**src/rtl/vout_monitor_pkg.sv**
```systemverilog
// Constants for the output-voltage fault monitor: command codes, field layout,
// reset values and hiccup timing.
// Assumes a 125 MHz system clock and Ulinear16 voltage codes compared as unsigned.
package vout_monitor_pkg;

    localparam int VOLT_W = 16;
    localparam int CMD_W  = 8;
    localparam int ACT_W  = 8;

    // Command codes of the four limit and response registers
    localparam logic [CMD_W-1:0] CMD_OV_WARN   = 8'h42;
    localparam logic [CMD_W-1:0] CMD_UV_WARN   = 8'h43;
    localparam logic [CMD_W-1:0] CMD_UV_FAULT  = 8'h44;
    localparam logic [CMD_W-1:0] CMD_UV_ACTION = 8'h45;

    // Fault-action byte layout
    localparam int ACT_MODE_HI  = 7;
    localparam int ACT_MODE_LO  = 6;
    localparam int ACT_RETRY_HI = 5;
    localparam int ACT_RETRY_LO = 3;
    localparam int ACT_DELAY_HI = 2;
    localparam int ACT_DELAY_LO = 0;

    localparam logic [1:0] MODE_HICCUP  = 2'b10;
    localparam logic [1:0] MODE_LATCH   = 2'b11;
    localparam logic [2:0] RETRY_FOREVER = 3'b111;

    // Reset values: warnings and fault disarmed, hiccup once with one unit of off time
    localparam logic [VOLT_W-1:0] RST_OV_WARN   = 16'hffff;
    localparam logic [VOLT_W-1:0] RST_UV_WARN   = 16'h0000;
    localparam logic [VOLT_W-1:0] RST_UV_FAULT  = 16'h0000;
    localparam logic [ACT_W-1:0]  RST_UV_ACTION = 8'h80;

    // Hiccup off-time unit
    localparam int CLK_PERIOD_NS  = 8;
    localparam int HICCUP_UNIT_MS = 100;
    localparam int HICCUP_UNIT_CYCLES = HICCUP_UNIT_MS * 1000000 / CLK_PERIOD_NS;

    typedef enum logic [1:0] {
        ST_RUN      = 2'b00,
        ST_HICCUP   = 2'b01,
        ST_RESTART  = 2'b11,
        ST_LATCHED  = 2'b10
    } mon_state_e;

endpackage : vout_monitor_pkg

```
**src/rtl/vout_fault_monitor.sv**
```systemverilog
// Output-voltage supervision: warning and under-voltage fault detection,
// alert line, hiccup retry and latch-off response.
// Assumes vout_i, soft_start_done_i and the command strobes are synchronous to clk_i;
// cycling input power is seen here as sys_rst_i.
//
// Summary of operation
// - Output above over-voltage warning threshold pulls alert low and holds it.
// - Output below under-voltage warning threshold pulls alert low and holds it.
// - Under-voltage fault is checked only once soft-start has finished.
// - Under-voltage fault pulls alert low, holds it, and runs selected action.
// - Action mode 10 turns output off, then retries per retry-count field.
// - Action mode 11 latches output off with no automatic restart.
// - Latch-off clears by control enable, turn-on command, or power cycle.
// - Retry codes 0 to 6 give 1 to 64 attempts, then output shuts off.
// - Retry code 7 keeps retrying until the fault is gone.
// - A restart that completes without fault returns to normal operation.
// - Off time between hiccups is 2 to the n units of 100 ms.
`timescale 1ns/1ps
module vout_fault_monitor
#(
    parameter int unsigned UNIT_CYCLES = vout_monitor_pkg::HICCUP_UNIT_CYCLES
)
(
    input  wire logic                                clk_i,
    input  wire logic                                sys_rst_i,
    input  wire logic [vout_monitor_pkg::VOLT_W-1:0] vout_i,
    input  wire logic                                soft_start_done_i,
    input  wire logic                                ctrl_enable_i,
    input  wire logic                                operation_on_i,
    input  wire logic                                alert_clear_i,
    input  wire logic                                cmd_wr_i,
    input  wire logic                                cmd_rd_i,
    input  wire logic [vout_monitor_pkg::CMD_W-1:0]  cmd_code_i,
    input  wire logic [vout_monitor_pkg::VOLT_W-1:0] cmd_wdata_i,
    output logic      [vout_monitor_pkg::VOLT_W-1:0] cmd_rdata_o,
    output logic                                     cmd_rvalid_o,
    output logic                                     fault_alert_n_o,
    output logic                                     output_enable_o,
    output logic                                     fault_latched_o,
    output logic                                     hiccup_active_o
);
    import vout_monitor_pkg::*;

    typedef struct packed {
        mon_state_e        state;
        logic [VOLT_W-1:0] ov_warn;
        logic [VOLT_W-1:0] uv_warn;
        logic [VOLT_W-1:0] uv_fault;
        logic [ACT_W-1:0]  action;
        logic [6:0]        attempts;
        logic [31:0]       unit_cnt;
        logic [7:0]        units_left;
        logic              ctrl_prev;
        logic              alert_n;
        logic              out_en;
        logic [VOLT_W-1:0] rdata;
        logic              rvalid;
        logic              latched;
        logic              hiccup;
    } mon_s;

    mon_s st;
    mon_s next_st;

    logic [1:0] mode;
    logic [2:0] retry_code;
    logic [7:0] retry_limit;
    logic       uv_check;
    logic       uv_fault_now;
    logic       warn_now;
    logic       latch_clear;

    always_comb
    begin
        mode         = st.action[ACT_MODE_HI:ACT_MODE_LO];
        retry_code   = st.action[ACT_RETRY_HI:ACT_RETRY_LO];
        retry_limit  = 8'h01 << retry_code;
        uv_check     = st.out_en && soft_start_done_i;
        uv_fault_now = uv_check && (vout_i < st.uv_fault);
        warn_now     = (vout_i > st.ov_warn) || (vout_i < st.uv_warn);
        latch_clear  = (ctrl_enable_i && !st.ctrl_prev) || operation_on_i;

        next_st           = st;
        next_st.ctrl_prev = ctrl_enable_i;
        next_st.rvalid    = cmd_rd_i;

        if (cmd_wr_i)
        begin
            if (cmd_code_i == CMD_OV_WARN)
                next_st.ov_warn = cmd_wdata_i;
            else if (cmd_code_i == CMD_UV_WARN)
                next_st.uv_warn = cmd_wdata_i;
            else if (cmd_code_i == CMD_UV_FAULT)
                next_st.uv_fault = cmd_wdata_i;
            else if (cmd_code_i == CMD_UV_ACTION)
                next_st.action = cmd_wdata_i[ACT_W-1:0];
        end

        if (cmd_rd_i)
        begin
            if (cmd_code_i == CMD_OV_WARN)
                next_st.rdata = st.ov_warn;
            else if (cmd_code_i == CMD_UV_WARN)
                next_st.rdata = st.uv_warn;
            else if (cmd_code_i == CMD_UV_FAULT)
                next_st.rdata = st.uv_fault;
            else if (cmd_code_i == CMD_UV_ACTION)
                next_st.rdata = {8'h00, st.action};
            else
                next_st.rdata = 16'h0000;
        end

        case (st.state)
            ST_RUN:
            begin
                if (uv_fault_now && mode == MODE_HICCUP)
                begin
                    next_st.state      = ST_HICCUP;
                    next_st.units_left = 8'h01 << st.action[ACT_DELAY_HI:ACT_DELAY_LO];
                    next_st.unit_cnt   = UNIT_CYCLES - 1;
                end
                else if (uv_fault_now && mode == MODE_LATCH)
                    next_st.state = ST_LATCHED;
            end
            ST_HICCUP:
            begin
                if (!ctrl_enable_i)
                begin
                    // Host turned the output off: abandon the retry sequence
                    next_st.state    = ST_RUN;
                    next_st.attempts = 7'h00;
                end
                else if (st.unit_cnt == 32'h0000_0000)
                begin
                    next_st.unit_cnt = UNIT_CYCLES - 1;
                    if (st.units_left == 8'h01)
                        next_st.state = ST_RESTART;
                    else
                        next_st.units_left = st.units_left - 8'h01;
                end
                else
                    next_st.unit_cnt = st.unit_cnt - 32'h0000_0001;
            end
            ST_RESTART:
            begin
                if (uv_fault_now)
                begin
                    if (retry_code == RETRY_FOREVER ||
                        {1'b0, st.attempts} + 8'h01 < retry_limit)
                    begin
                        next_st.state      = ST_HICCUP;
                        next_st.attempts   = st.attempts + 7'h01;
                        next_st.units_left = 8'h01 << st.action[ACT_DELAY_HI:ACT_DELAY_LO];
                        next_st.unit_cnt   = UNIT_CYCLES - 1;
                    end
                    else
                        next_st.state = ST_LATCHED;
                end
                else if (uv_check)
                begin
                    next_st.state    = ST_RUN;
                    next_st.attempts = 7'h00;
                end
                else if (!ctrl_enable_i)
                begin
                    next_st.state    = ST_RUN;
                    next_st.attempts = 7'h00;
                end
            end
            default:
            begin
                if (latch_clear)
                begin
                    next_st.state    = ST_RUN;
                    next_st.attempts = 7'h00;
                end
            end
        endcase

        // A new warning or fault in the clearing cycle keeps the line low
        if (warn_now || uv_fault_now)
            next_st.alert_n = 1'b0;
        else if (alert_clear_i || latch_clear)
            next_st.alert_n = 1'b1;

        next_st.out_en = ctrl_enable_i &&
                         (next_st.state == ST_RUN || next_st.state == ST_RESTART);
        // Status pins come from their own flops, not from a state decode
        next_st.latched = (next_st.state == ST_LATCHED);
        next_st.hiccup  = (next_st.state == ST_HICCUP);
    end

    always_ff @(posedge clk_i)
    begin
        if (sys_rst_i)
        begin
            st            <= '0;
            st.state      <= ST_RUN;
            st.ov_warn    <= RST_OV_WARN;
            st.uv_warn    <= RST_UV_WARN;
            st.uv_fault   <= RST_UV_FAULT;
            st.action     <= RST_UV_ACTION;
            st.alert_n    <= 1'b1;
            // Enable idles high; a low history here would fake a clearing edge
            st.ctrl_prev  <= 1'b1;
        end
        else
            st <= next_st;
    end

    assign cmd_rdata_o     = st.rdata;
    assign cmd_rvalid_o    = st.rvalid;
    assign fault_alert_n_o = st.alert_n;
    assign output_enable_o = st.out_en;
    assign fault_latched_o = st.latched;
    assign hiccup_active_o = st.hiccup;

    a_ov_warn_alert: assert property (@(posedge clk_i) disable iff (sys_rst_i)
        (vout_i > st.ov_warn) |=> !fault_alert_n_o)
        else $error("over-voltage warning did not pull alert low");

    a_uv_warn_alert: assert property (@(posedge clk_i) disable iff (sys_rst_i)
        (vout_i < st.uv_warn) ##1 !alert_clear_i |-> !fault_alert_n_o ##1 1'b1)
        else $error("under-voltage warning did not pull alert low");

    a_no_early_check: assert property (@(posedge clk_i) disable iff (sys_rst_i)
        (st.state == ST_RUN && !soft_start_done_i) |=> st.state == ST_RUN)
        else $error("under-voltage fault declared before soft-start end");

    a_uv_fault_alert: assert property (@(posedge clk_i) disable iff (sys_rst_i)
        uv_fault_now |=> !fault_alert_n_o)
        else $error("under-voltage fault did not pull alert low");

    a_hiccup_entry: assert property (@(posedge clk_i) disable iff (sys_rst_i)
        (st.state == ST_RUN && uv_fault_now && mode == MODE_HICCUP)
        |=> (st.state == ST_HICCUP && !output_enable_o))
        else $error("hiccup mode did not turn output off");

    a_latch_hold: assert property (@(posedge clk_i) disable iff (sys_rst_i)
        (st.state == ST_LATCHED && !latch_clear) |=> (fault_latched_o && !output_enable_o))
        else $error("latched fault restarted on its own");

    a_latch_clear: assert property (@(posedge clk_i) disable iff (sys_rst_i)
        (st.state == ST_LATCHED && operation_on_i) |=> (st.state == ST_RUN && !fault_latched_o))
        else $error("turn-on command did not clear latched fault");

    a_retry_exhaust: assert property (@(posedge clk_i) disable iff (sys_rst_i)
        (st.state == ST_RESTART && uv_fault_now && retry_code != RETRY_FOREVER &&
         {1'b0, st.attempts} + 8'h01 >= retry_limit) |=> st.state == ST_LATCHED)
        else $error("retries exhausted without shutting off");

    a_retry_forever: assert property (@(posedge clk_i) disable iff (sys_rst_i)
        (st.state == ST_RESTART && uv_fault_now && retry_code == RETRY_FOREVER)
        |=> st.state == ST_HICCUP)
        else $error("endless retry mode stopped retrying");

    a_restart_ok: assert property (@(posedge clk_i) disable iff (sys_rst_i)
        (st.state == ST_RESTART && uv_check && !uv_fault_now)
        |=> (st.state == ST_RUN && st.attempts == 7'h00))
        else $error("clean restart did not return to normal");

    a_off_time: assert property (@(posedge clk_i) disable iff (sys_rst_i)
        (st.state == ST_HICCUP && ctrl_enable_i &&
         (st.units_left != 8'h01 || st.unit_cnt != 32'h0000_0000)) |=> st.state == ST_HICCUP)
        else $error("hiccup off time ended early");

endmodule : vout_fault_monitor

```
**config.mk**
```make
export PLATFORM = sky130hd
export DESIGN_NAME = vout_fault_monitor
export DESIGN_NICKNAME = d
export VERILOG_FILES = /design/src/rtl/vout_monitor_pkg.sv /design/src/rtl/vout_fault_monitor.sv
export SDC_FILE = /design/constraint.sdc
export NUM_CORES = 1
export LEC_CHECK = 0
export BUFFER_PORTS_ARGS = -buffer_cell sky130_fd_sc_hd__buf_4
export CAP_MARGIN = 10
export CORE_MARGIN = 4
export CORE_UTILIZATION = 40
export CTS_CLUSTER_DIAMETER = 80
export CTS_CLUSTER_SIZE = 14
export DETAILED_ROUTE_END_ITERATION = 16
export GPL_TIMING_DRIVEN = 0
export SYNTH_ARGS = -nofsm -noshare
export SYNTH_HDL_FRONTEND = slang
export SYNTH_SLANG_ARGS = --single-unit
```
**constraint.sdc**
```tcl
create_clock -name clk_i -period 3.3 [get_ports clk_i]
set_clock_uncertainty 0.1 [all_clocks]
set_input_delay 0.33 -clock clk_i [delete_from_list [all_inputs] [get_ports clk_i]]
set_output_delay 0.33 -clock clk_i [all_outputs]
set_load 0.01 [all_outputs]
```
==> run summary, run 1 <==
post-synth net total -> 1,051
Die Ht -> 145 um
worst-path cell chain -> or3b_2 > ha_1 > a21o_1 > a221o_1 > a22o_1 > nor2_2 > o22a_1 > buf_6 > buf_8 > a21oi_1 > ha_1 > and3_4
CP max FO -> 10
grt ovf -> 0
vias in the first global route -> 6,741
warnings from Yosys -> 0
Netlist cell types -> 69
Die Area -> 0.0210 mm^2
Worst Hold Class -> in -> reg
Hold Slack -> 0.0553 ns
Worst VDD drop -> 354 uV
Setup CP Type -> reg -> reg
CP startpoint kind -> flop
Synth Cell Area -> 0.00748 mm^2
static leakage -> 3.61 nW
Initial Util -> 41.2%
Main synth FF type -> dfxtp_1
via count -> 7,159
Seq/Total Area, Yosys -> 34.0%
Max Fclk -> 0.314 GHz
min Tclk post-route -> 3.18 ns
Ant. Diodes -> 0
clk buf depth -> 2
clock-pin slew on the worst setup and hold paths -> 0.06 ns
worst hold start -> cmd_wdata_i[11]
DRC violations left -> 0
first-pass GRT wire length -> 36,400 um
pin count of the biggest net entering global routing -> 20
PortBufs -> 67
PD cells -> 448 mW/mm^2
root buffer cell -> clkbuf_16
CP endpoint kind -> flop
Final Cycle Share -> 96.5%
initial antenna violation count -> 0
CTS Hold Buffers Added -> 0
Final nets -> 1,149
clk_lat worst skew -> 0.43 ns
fin util -> 50.2%
max-cap check violation count -> 0
Hold Fails Final Rpt -> 0
reg2reg start -> retry_code[1]
Ports -> 69
biggest area consumer among synthesized cells -> dfxtp_1
die width -> 145 um
Placer Congestion -> 0.891
Mapped Avg Cell Area -> 7.92 um^2
post-synthesis cell count -> 944
Area contributors post-synth -> dfxtp_1 (34%), ha_1 (9.9%), a21oi_1 (7.4%)
Worst Slack Setup Final -> 0.116 ns
critical path's top delay family -> compound AO/OA/AOI/OAI gates
Slowest-stage cell, CP -> or3b_2
Via-to-Cell Ratio -> 5.58
max incr delay on CP -> 0.47 ns
crit path buf inv count -> 2
layout cell share with drive strength beyond 1 -> 17.1%
global-route usage over all layers -> 22.2%
EDFF count, synth -> 0
top cell type's share of synthesized area -> 34.0%
status -> finished, final reports clean
Slew Limit Fails -> 0
core area -> 0.0181 mm^2
slew at the pin closest to its max-slew limit -> 1.16 ns
TritonCTS clock tree -> built
DRT Pass-1 Iters -> 5
most numerous cell in the Yosys netlist -> nand2_1
Worst Path Arrival -> 3.40 ns
endpoints failing setup -> 0
DR WL/cell -> 17.9 um
CP dominant cell by count -> ha_1
DP HPWL -> 17,200 um
FF+latch count, synth -> 127
Num CTS Buffers -> 17
most common library cells after synthesis -> nand2_1 (133), dfxtp_1 (127), a21oi_1 (111), inv_1 (62), ha_1 (59)
unrepaired setup endpoints after global routing -> true
Critical Path RT -> 3.52 ns
Antenna Nets Post-Route -> 0
slew margin rel. -> 22.4%
area delta synth->final -> 21.8%
fillers -> 1,784
H-tree level count -> 4
async set or reset register ratio after synthesis -> 0%
drt initial violations -> 538
row count -> 49
pre-CTS setup slack -> -0.588 ns
clock sinks -> 127
Worst Setup SP -> retry_code[1]
WL final -> 23,000 um
[metrics by stage]
| step | TNS [ns] | instance area [um^2] | total power, mW | std cells |
|---|---|---|---|---|
| 3_3_place_gp | -35.77 | 8270 | 2.07 | 1240 |
| 5_1_grt | -0.178 | 9110 | 4.20 | 1284 |
| 3_5_place_dp | -9.47 | 8280 | 2.07 | 1241 |
| 4_1_cts | 0 | 8980 | 4.08 | 1274 |
| 6_report | 0 | 9110 | 4.08 | 1284 |
| 2_1_floorplan | 0 | 7480 | 1.89 | 944 |
[cell usage in the layout (no fill, tap or decap), types with 7 or more instances in the layout]
| master | n |
|---|---|
| a21oi_1 | 111 |
| o211ai_1 | 21 |
| nand4_1 | 8 |
| and2_1 | 8 |
| clkbuf_16 | 17 |
| a21o_1 | 8 |
| nor3_1 | 23 |
| and3_1 | 7 |
| a311oi_1 | 9 |
| nor2_1 | 54 |
| nand2_1 | 133 |
| inv_1 | 62 |
| dfxtp_1 | 120 |
| o21ai_0 | 29 |
| o221ai_1 | 9 |
| nand2b_1 | 15 |
| or3_1 | 9 |
| ha_1 | 58 |
| a211oi_1 | 18 |
| a22oi_1 | 11 |
| clkbuf_1 | 39 |
| nand3_1 | 18 |
| nand3b_1 | 7 |
| buf_4 | 99 |
| a22o_1 | 13 |
| a31oi_1 | 7 |
[what timing repair did]
item	in CTS	in global routing
pin swaps	8	10
gates resized for setup	15	15
buffers inserted	5	10
setup endpoints to repair	39	32
[sequential cells by signal (all words and copies together), names as in the netlist]
name / count
fault_alert_n_o: 1
st: 101
output_enable_o: 1
cmd_rvalid_o: 1
hiccup_active_o: 1
cmd_rdata_o: 16
retry_code: 3
fault_latched_o: 1
mode: 2
[cell families after synthesis]
logic type,Yosys count,synth area share (%)
adder cells (fa/ha/maj),59,9.87
AO/OA/AOI/OAI,280,24.4
buffers and inverters,129,7.66
AND/OR/NAND/NOR,341,23.1
flip-flops,127,34.0
XOR/XNOR,8,0.937
[per-layer routing]
layer  track usage, %  vias up  part of all wire [%]
met2             36.0      181                    47
met1             30.7     3377                    47
met4             5.25        0                   1.6
met5                0        -                     0
met3             4.37       28                   4.4
li1                 -     3573                     -
[worst register-to-register path, delay by kind of cell, from the launching register on]
| family | cells | cell delay, ns |
|---|---|---|
| flip-flops | 1 | 0.39 |
| AND/OR/NAND/NOR | 3 | 0.76 |
| AO/OA/AOI/OAI | 5 | 1.00 |
| adder cells (fa/ha/maj) | 2 | 0.58 |
| buffers and inverters | 2 | 0.25 |
[layout make-up]
cell class                      count  area (um^2)  area share (%)
Buffer                             62          333            3.65
Clock buffer                       19          443            4.86
Clock inverter                     13          188            2.06
Inverter                           63          236            2.59
Multi-Input combinational cell    688         4450            48.8
Sequential cell                   127         2560            28.1
Tap cell                          229          287            3.14
Timing Repair Buffer               83          621            6.81
[report_power, final]
group / leakage [nW] / total (mW) / internal (mW) / switching, mW
logic: 2.29 / 0.479 / 0.189 / 0.290
registers: 1.03 / 1.57 / 1.55 / 0.0205
clock network: 0.288 / 2.03 / 1.28 / 0.744
[final timing paths]
kind | endpoint | slack [ns] | cells after the start
setup / recovery | output_enable_o | 0.12 | 12
hold / removal | st[120] | 0.06 | 3
setup reg to reg | output_enable_o | 0.12 | 12
hold reg to reg | st[106] | 0.37 | 2
No activity file was read; power rests on OpenSTA's default activity.
==> run 2, diff against run 1 <==
--- a/config.mk
+++ b/config.mk
@@ -8,11 +8,12 @@
 export BUFFER_PORTS_ARGS = -buffer_cell sky130_fd_sc_hd__buf_4
 export CAP_MARGIN = 10
 export CORE_MARGIN = 4
-export CORE_UTILIZATION = 40
+export CORE_UTILIZATION = 54
 export CTS_CLUSTER_DIAMETER = 80
 export CTS_CLUSTER_SIZE = 14
 export DETAILED_ROUTE_END_ITERATION = 16
 export GPL_TIMING_DRIVEN = 0
+export PLACE_DENSITY = 0.76
 export SYNTH_ARGS = -nofsm -noshare
 export SYNTH_HDL_FRONTEND = slang
 export SYNTH_SLANG_ARGS = --single-unit
==> run summary, run 2 (synthesis gave the netlist of run 1 again) <==
core area -> 0.0134 mm^2 (-26%)
worst-path cell chain -> ha_4 > nand3_4 > or2_4 > nand2_4 > ha_4 > a21o_1 > a221o_1 > a22o_1 > o211ai_1 > a21boi_2 > o31ai_2 > inv_1 > ha_1 > and3_1
Hold Slack -> 0.0480 ns (-0.00732 ns)
DRT Pass-1 Iters -> 6 (+1)
Critical Path RT -> 3.52 ns (about the same)
Num CTS Buffers -> 17 (unchanged)
Die Ht -> 126 um (-13%)
H-tree level count -> 4 (unchanged)
Hold Fails Final Rpt -> 0 (unchanged)
Slew Limit Fails -> 0 (unchanged)
Max Fclk -> 0.313 GHz (-0.48%)
clock sinks -> 127 (unchanged)
PD cells -> 442 mW/mm^2 (-1.2%)
global-route usage over all layers -> 27.4% (+5.2 points)
DR WL/cell -> 17.8 um (-0.43%)
Final nets -> 1,151 (+0.17%)
commonest non-fill, non-tap cell in the layout -> nand2_1
min Tclk post-route -> 3.20 ns (+0.0153 ns)
WL final -> 22,000 um (-4.4%)
row count -> 42 (-14%)
DRC violations left -> 0 (unchanged)
met3 Usage GRT -> 6.14% (+1.8 points)
met2 Usage GRT -> 42.4% (+6.4 points)
slew margin rel. -> 19.0% (-3.4 points)
crit path buf inv count -> 1 (-1)
pin count of the biggest net entering global routing -> 17 (-15%)
Antenna Nets Post-Route -> 0 (unchanged)
M1 GR Usage -> 37.2% (+6.5 points)
Ant. Diodes -> 0 (unchanged)
multi-input logic area -> 0.00449 mm^2 (+1.0%)
max incr delay on CP -> 0.37 ns (-0.10 ns)
TritonCTS clock tree -> built
drt initial violations -> 798 (+48%)
total power -> 4.03 mW (-1.3%)
max reg flops -> 101 (unchanged)
first-pass GRT wire length -> 34,900 um (-4.0%)
clk buf depth -> 2 (unchanged)
DP HPWL -> 15,900 um (-7.8%)
CP endpoint kind -> flop
clock-pin slew on the worst setup and hold paths -> 0.06 ns (about the same)
clk_lat worst skew -> 0.43 ns (about the same)
max-cap check violation count -> 0 (unchanged)
Slowest-stage cell, CP -> dfxtp_4
Setup CP Type -> reg -> reg
CTS Hold Buffers Added -> 0 (unchanged)
via count -> 7,459 (+4.2%)
Ports -> 69 (unchanged)
fillers -> 1,145 (-36%)
Setup TNS -> 0 ns (unchanged)
vias in the first global route -> 6,881 (+2.1%)
Worst Hold Class -> in -> reg
Final Cycle Share -> 96.9% (+0.46 points)
Placer Congestion -> 0.957 (+7.3%)
Initial Util -> 55.8% (+15 points)
initial antenna violation count -> 0 (unchanged)
critical path's top delay family -> compound AO/OA/AOI/OAI gates
Biggest register -> st
layout cell share with drive strength beyond 1 -> 17.7% (+0.63 points)
CP startpoint kind -> flop
CP dominant cell by count -> ha_4
Worst Path Arrival -> 3.42 ns (+0.02 ns)
endpoints failing setup -> 0 (unchanged)
status -> finished, final reports clean
Worst VDD drop -> 394 uV (+11%)
static leakage -> 3.64 nW (+0.66%)
Via-to-Cell Ratio -> 6.05 (+8.5%)
Die Area -> 0.0158 mm^2 (-25%)
slew at the pin closest to its max-slew limit -> 1.21 ns (+0.0506 ns)
fin util -> 68.0% (+18 points)
register area -> 0.00257 mm^2 (+0.24%)
global route hottest layer -> met2
CP max FO -> 4 (-6)
PortBufs -> 67 (unchanged)
grt ovf -> 0 (unchanged)
die width -> 126 um (-13%)
most frequent cells in the layout -> nand2_1 (132), dfxtp_1 (119), a21oi_1 (111)
root buffer cell -> clkbuf_16
area delta synth->final -> 21.7% (about the same)
run 2: changes by cell type in the layout (fill, tap and decap cells not counted), moves of 2 or more:
| cell | delta |
|---|---|
| dfxtp_4 | +2 |
| clkinv_2 | +5 |
| clkinvlp_4 | -4 |
| ha_4 | +2 |
| nor2_4 | +2 |
| nor2_2 | -2 |
| ha_1 | -2 |
run 2: layout make-up:
class | instances | share of cell area (%)
Clock inverter | 12 | 1.81
Tap cell | 176 | 2.42
Timing Repair Buffer | 84 | 6.90
Multi-Input combinational cell | 688 | 49.3
Clock buffer | 20 | 5.02
Buffer | 63 | 3.74
Sequential cell | 127 | 28.2
Inverter | 63 | 2.60
run 2: final timing paths:
kind                                       from               to  slack [ns]  depth (start not counted)
worst min register to register   cmd_rdata_o[2]   cmd_rdata_o[2]        0.37                          2
worst min-delay path            cmd_wdata_i[11]          st[120]        0.05                          3
worst max register to register           st[63]  output_enable_o        0.10                         14
worst max-delay path                     st[63]  output_enable_o        0.10                         14
run 2: per-stage QoR:
stage                     instances  setup WS [ns]  area (um^2)
after floorplan                 944         0.0301         7480
after global placement         1187         -0.972         8200
after detailed placement       1188         -0.552         8210
after CTS                      1225        0.00261         8930
after global routing           1233        -0.0739         9110
final                          1233          0.101         9110
run 2: worst register-to-register path: cells and delay by family (launching register included):
family	cells	cell delay [ns]
flip-flops	1	0.37
AO/OA/AOI/OAI	6	1.31
adder cells (fa/ha/maj)	3	0.64
AND/OR/NAND/NOR	4	0.58
buffers and inverters	1	0.08
run 2: repair_timing:
action | 4_1_cts | 5_1_grt
setup endpoints to repair | 39 | 35
pin swaps | 7 | 17
gates resized for setup | 15 | 27
setup buffers | 7 | 9
run 2: routing by layer:
layer | share of wire [%] | wire [um]
met1 | 44 | 9710
met2 | 44 | 9690
met3 | 8.0 | 1750
met4 | 3.7 | 822
met5 | 0 | 0
run 2: power by group:
part | internal, mW | leakage, nW | switching [mW] | total [mW]
combinational | 0.188 | 2.30 | 0.284 | 0.472
sequential | 1.55 | 1.03 | 0.0202 | 1.57
clock | 1.29 | 0.305 | 0.691 | 1.98
==> run 3, diff against run 2 <==
--- a/config.mk
+++ b/config.mk
@@ -8,12 +8,13 @@
 export BUFFER_PORTS_ARGS = -buffer_cell sky130_fd_sc_hd__buf_4
 export CAP_MARGIN = 10
 export CORE_MARGIN = 4
-export CORE_UTILIZATION = 54
+export CORE_UTILIZATION = 56
+export CTS_BUF_LIST = sky130_fd_sc_hd__clkbuf_2 sky130_fd_sc_hd__clkbuf_4 sky130_fd_sc_hd__clkbuf_8
 export CTS_CLUSTER_DIAMETER = 80
 export CTS_CLUSTER_SIZE = 14
 export DETAILED_ROUTE_END_ITERATION = 16
 export GPL_TIMING_DRIVEN = 0
-export PLACE_DENSITY = 0.76
+export PLACE_DENSITY = 0.79
 export SYNTH_ARGS = -nofsm -noshare
 export SYNTH_HDL_FRONTEND = slang
 export SYNTH_SLANG_ARGS = --single-unit
==> run summary, run 3 (synthesis gave the netlist of run 1 again) <==
row count -> 41 (-2.4%)
crit path buf inv count -> 2 (+1)
Placer Congestion -> 0.934 (-2.4%)
clock sinks -> 127 (unchanged)
most frequent cells in the layout -> nand2_1 (133), dfxtp_1 (119), a21oi_1 (111)
max-cap check violation count -> 0 (unchanged)
Worst Hold Class -> in -> reg
root buffer cell -> clkbuf_8
multi-input logic area -> 0.00444 mm^2 (-1.1%)
core area -> 0.0128 mm^2 (-4.3%)
Final Cycle Share -> 98.0% (+1.1 points)
CP endpoint kind -> flop
static leakage -> 3.56 nW (-2.2%)
Slowest-stage cell, CP -> dfxtp_4
H-tree level count -> 4 (unchanged)
die width -> 124 um (-1.7%)
clock-pin slew on the worst setup and hold paths -> 0.07 ns (about the same)
layout cell share with drive strength beyond 1 -> 17.1% (-0.57 points)
drt initial violations -> 930 (+17%)
Antenna Nets Post-Route -> 0 (unchanged)
fillers -> 1,064 (-7.1%)
status -> finished, final reports clean
TritonCTS clock tree -> built
CP startpoint kind -> flop
Hold Fails Final Rpt -> 0 (unchanged)
endpoints failing setup -> 0 (unchanged)
global-route usage over all layers -> 28.7% (+1.3 points)
Biggest register -> st
DR WL/cell -> 17.7 um (-0.59%)
Max Fclk -> 0.309 GHz (-1.1%)
DRT Pass-1 Iters -> 7 (+1)
Ports -> 69 (unchanged)
final instance area -> 0.00888 mm^2 (-2.4%)
PD cells -> 405 mW/mm^2 (-8.5%)
Num CTS Buffers -> 17 (unchanged)
grt ovf -> 0 (unchanged)
Critical Path RT -> 3.55 ns (+0.03 ns)
DRC violations left -> 0 (unchanged)
Via-to-Cell Ratio -> 6.08 (+0.51%)
max incr delay on CP -> 0.37 ns (about the same)
Placed Area -> 0.00821 mm^2 (about the same)
initial antenna violation count -> 0 (unchanged)
vias in the first global route -> 6,718 (-2.4%)
via count -> 7,479 (+0.27%)
max reg flops -> 101 (unchanged)
critical path's top delay family -> compound AO/OA/AOI/OAI gates
unrepaired setup endpoints after global routing -> true
pin count of the biggest net entering global routing -> 17 (unchanged)
first-pass GRT wire length -> 34,000 um (-2.7%)
PortBufs -> 67 (unchanged)
clk buf depth -> 2 (unchanged)
Setup CP Type -> reg -> reg
DP HPWL -> 15,900 um (+0.34%)
register area -> 0.00256 mm^2 (-0.19%)
Die Ht -> 124 um (-1.7%)
Slew Limit Fails -> 0 (unchanged)
slew at the pin closest to its max-slew limit -> 0.994 ns (-0.218 ns)
Worst VDD drop -> 392 uV (-0.53%)
worst-path cell chain -> ha_4 > nand3_4 > nor2_2 > xor2_1 > ha_1 > a21o_1 > a221o_1 > a22o_1 > nor2_2 > o22a_1 > buf_6 > buf_8 > a21oi_1 > ha_1 > and3_1
area delta synth->final -> 18.8%
Die Area -> 0.0153 mm^2 (-3.3%)
Final nets -> 1,151 (unchanged)
commonest non-fill, non-tap cell in the layout -> nand2_1
slew margin rel. -> 33.6% (+15 points)
Non-Filler Instances -> 1,230 (-0.24%)
Worst Path Arrival -> 3.49 ns (+0.07 ns)
total power -> 3.59 mW (-11%)
WL final -> 21,800 um (-0.83%)
min Tclk post-route -> 3.23 ns (+0.0353 ns)
Initial Util -> 58.3% (+2.5 points)
clk_lat worst skew -> 0.45 ns (+0.02 ns)
Post-Place Cells -> 1,184 (-0.34%)
CP max FO -> 5 (+1)
## run 3: changes by cell type in the layout (fill, tap and decap cells not counted), moves of 2 or more
cell	previous run	this run
and3_1	6	8
and3_4	4	2
clkbuf_16	17	0
clkbuf_8	2	21
clkinv_2	6	1
clkinvlp_4	2	4
dfxtp_2	2	4
dfxtp_4	6	4
nor2_2	1	3
nor2_4	3	1
## run 3: cell type report
class	count	area share, %
clock inverters	9	1.75
repair buffers	84	7.10
well taps	172	2.42
inverters	63	2.66
flip-flops and latches	127	28.8
multi-input cells	688	50.0
plain buffers	63	3.80
clock buffers	23	3.42
diodes	1	0.0282
## run 3: repair_timing
item                                    4_1_cts  5_1_grt
setup buffers                                 6        9
pin swaps                                     6       11
hold buffers                                  1        0
hold endpoints to repair                      1        0
endpoints found under the setup margin       36       28
resized for setup                            15       15
## run 3: layer usage
layer	share of wire, %	global-route usage [%]	routed length, um	vias up
met5	0	0	0	-
met4	2.5	10.2	550	0
met3	8.4	5.13	1830	53
met2	46	45.1	9930	351
met1	44	39.8	9490	3479
li1	-	-	-	3596
## run 3: path summary, 6_finish.rpt
| check | cells after the start | from | slack (ns) | to |
|---|---|---|---|---|
| min | 3 | cmd_wdata_i[10] | 0.03 | st[119] |
| min reg2reg | 2 | cmd_rdata_o[1] | 0.37 | cmd_rdata_o[1] |
| max | 15 | st[63] | 0.07 | output_enable_o |
| max reg2reg | 15 | st[63] | 0.07 | output_enable_o |
## run 3: through the flow
stage	utilization (%)	setup slack, ns	TNS [ns]	hold WS (ns)
6_report	69.3	0.0657	0	0.0258
5_1_grt	69.3	-0.116	-0.161	0.0301
4_1_cts	68.3	0.00273	0	0.00212
3_5_place_dp	64.0	-0.463	-7.47	0.361
3_3_place_gp	63.9	-0.892	-32.05	0.359
2_1_floorplan	-	0.0301	0	0.339
## run 3: report_power, final
| part | switching (mW) | internal [mW] | leakage, nW | total [mW] |
|---|---|---|---|---|
| logic | 0.282 | 0.190 | 2.30 | 0.472 |
| clock network | 0.633 | 0.919 | 0.221 | 1.55 |
| registers | 0.0199 | 1.55 | 1.03 | 1.57 |
## run 3: worst reg2reg max path, stage by stage (launching register included)
cell and delay, ns:
dfxtp_4 0.37, ha_4 0.15, nand3_4 0.08, nor2_2 0.12, xor2_1 0.20, ha_1 0.28, a21o_1 0.17, a221o_1 0.34
a22o_1 0.28, nor2_2 0.17, o22a_1 0.19, buf_6 0.12, buf_8 0.11, a21oi_1 0.04, ha_1 0.28, and3_1 0.15
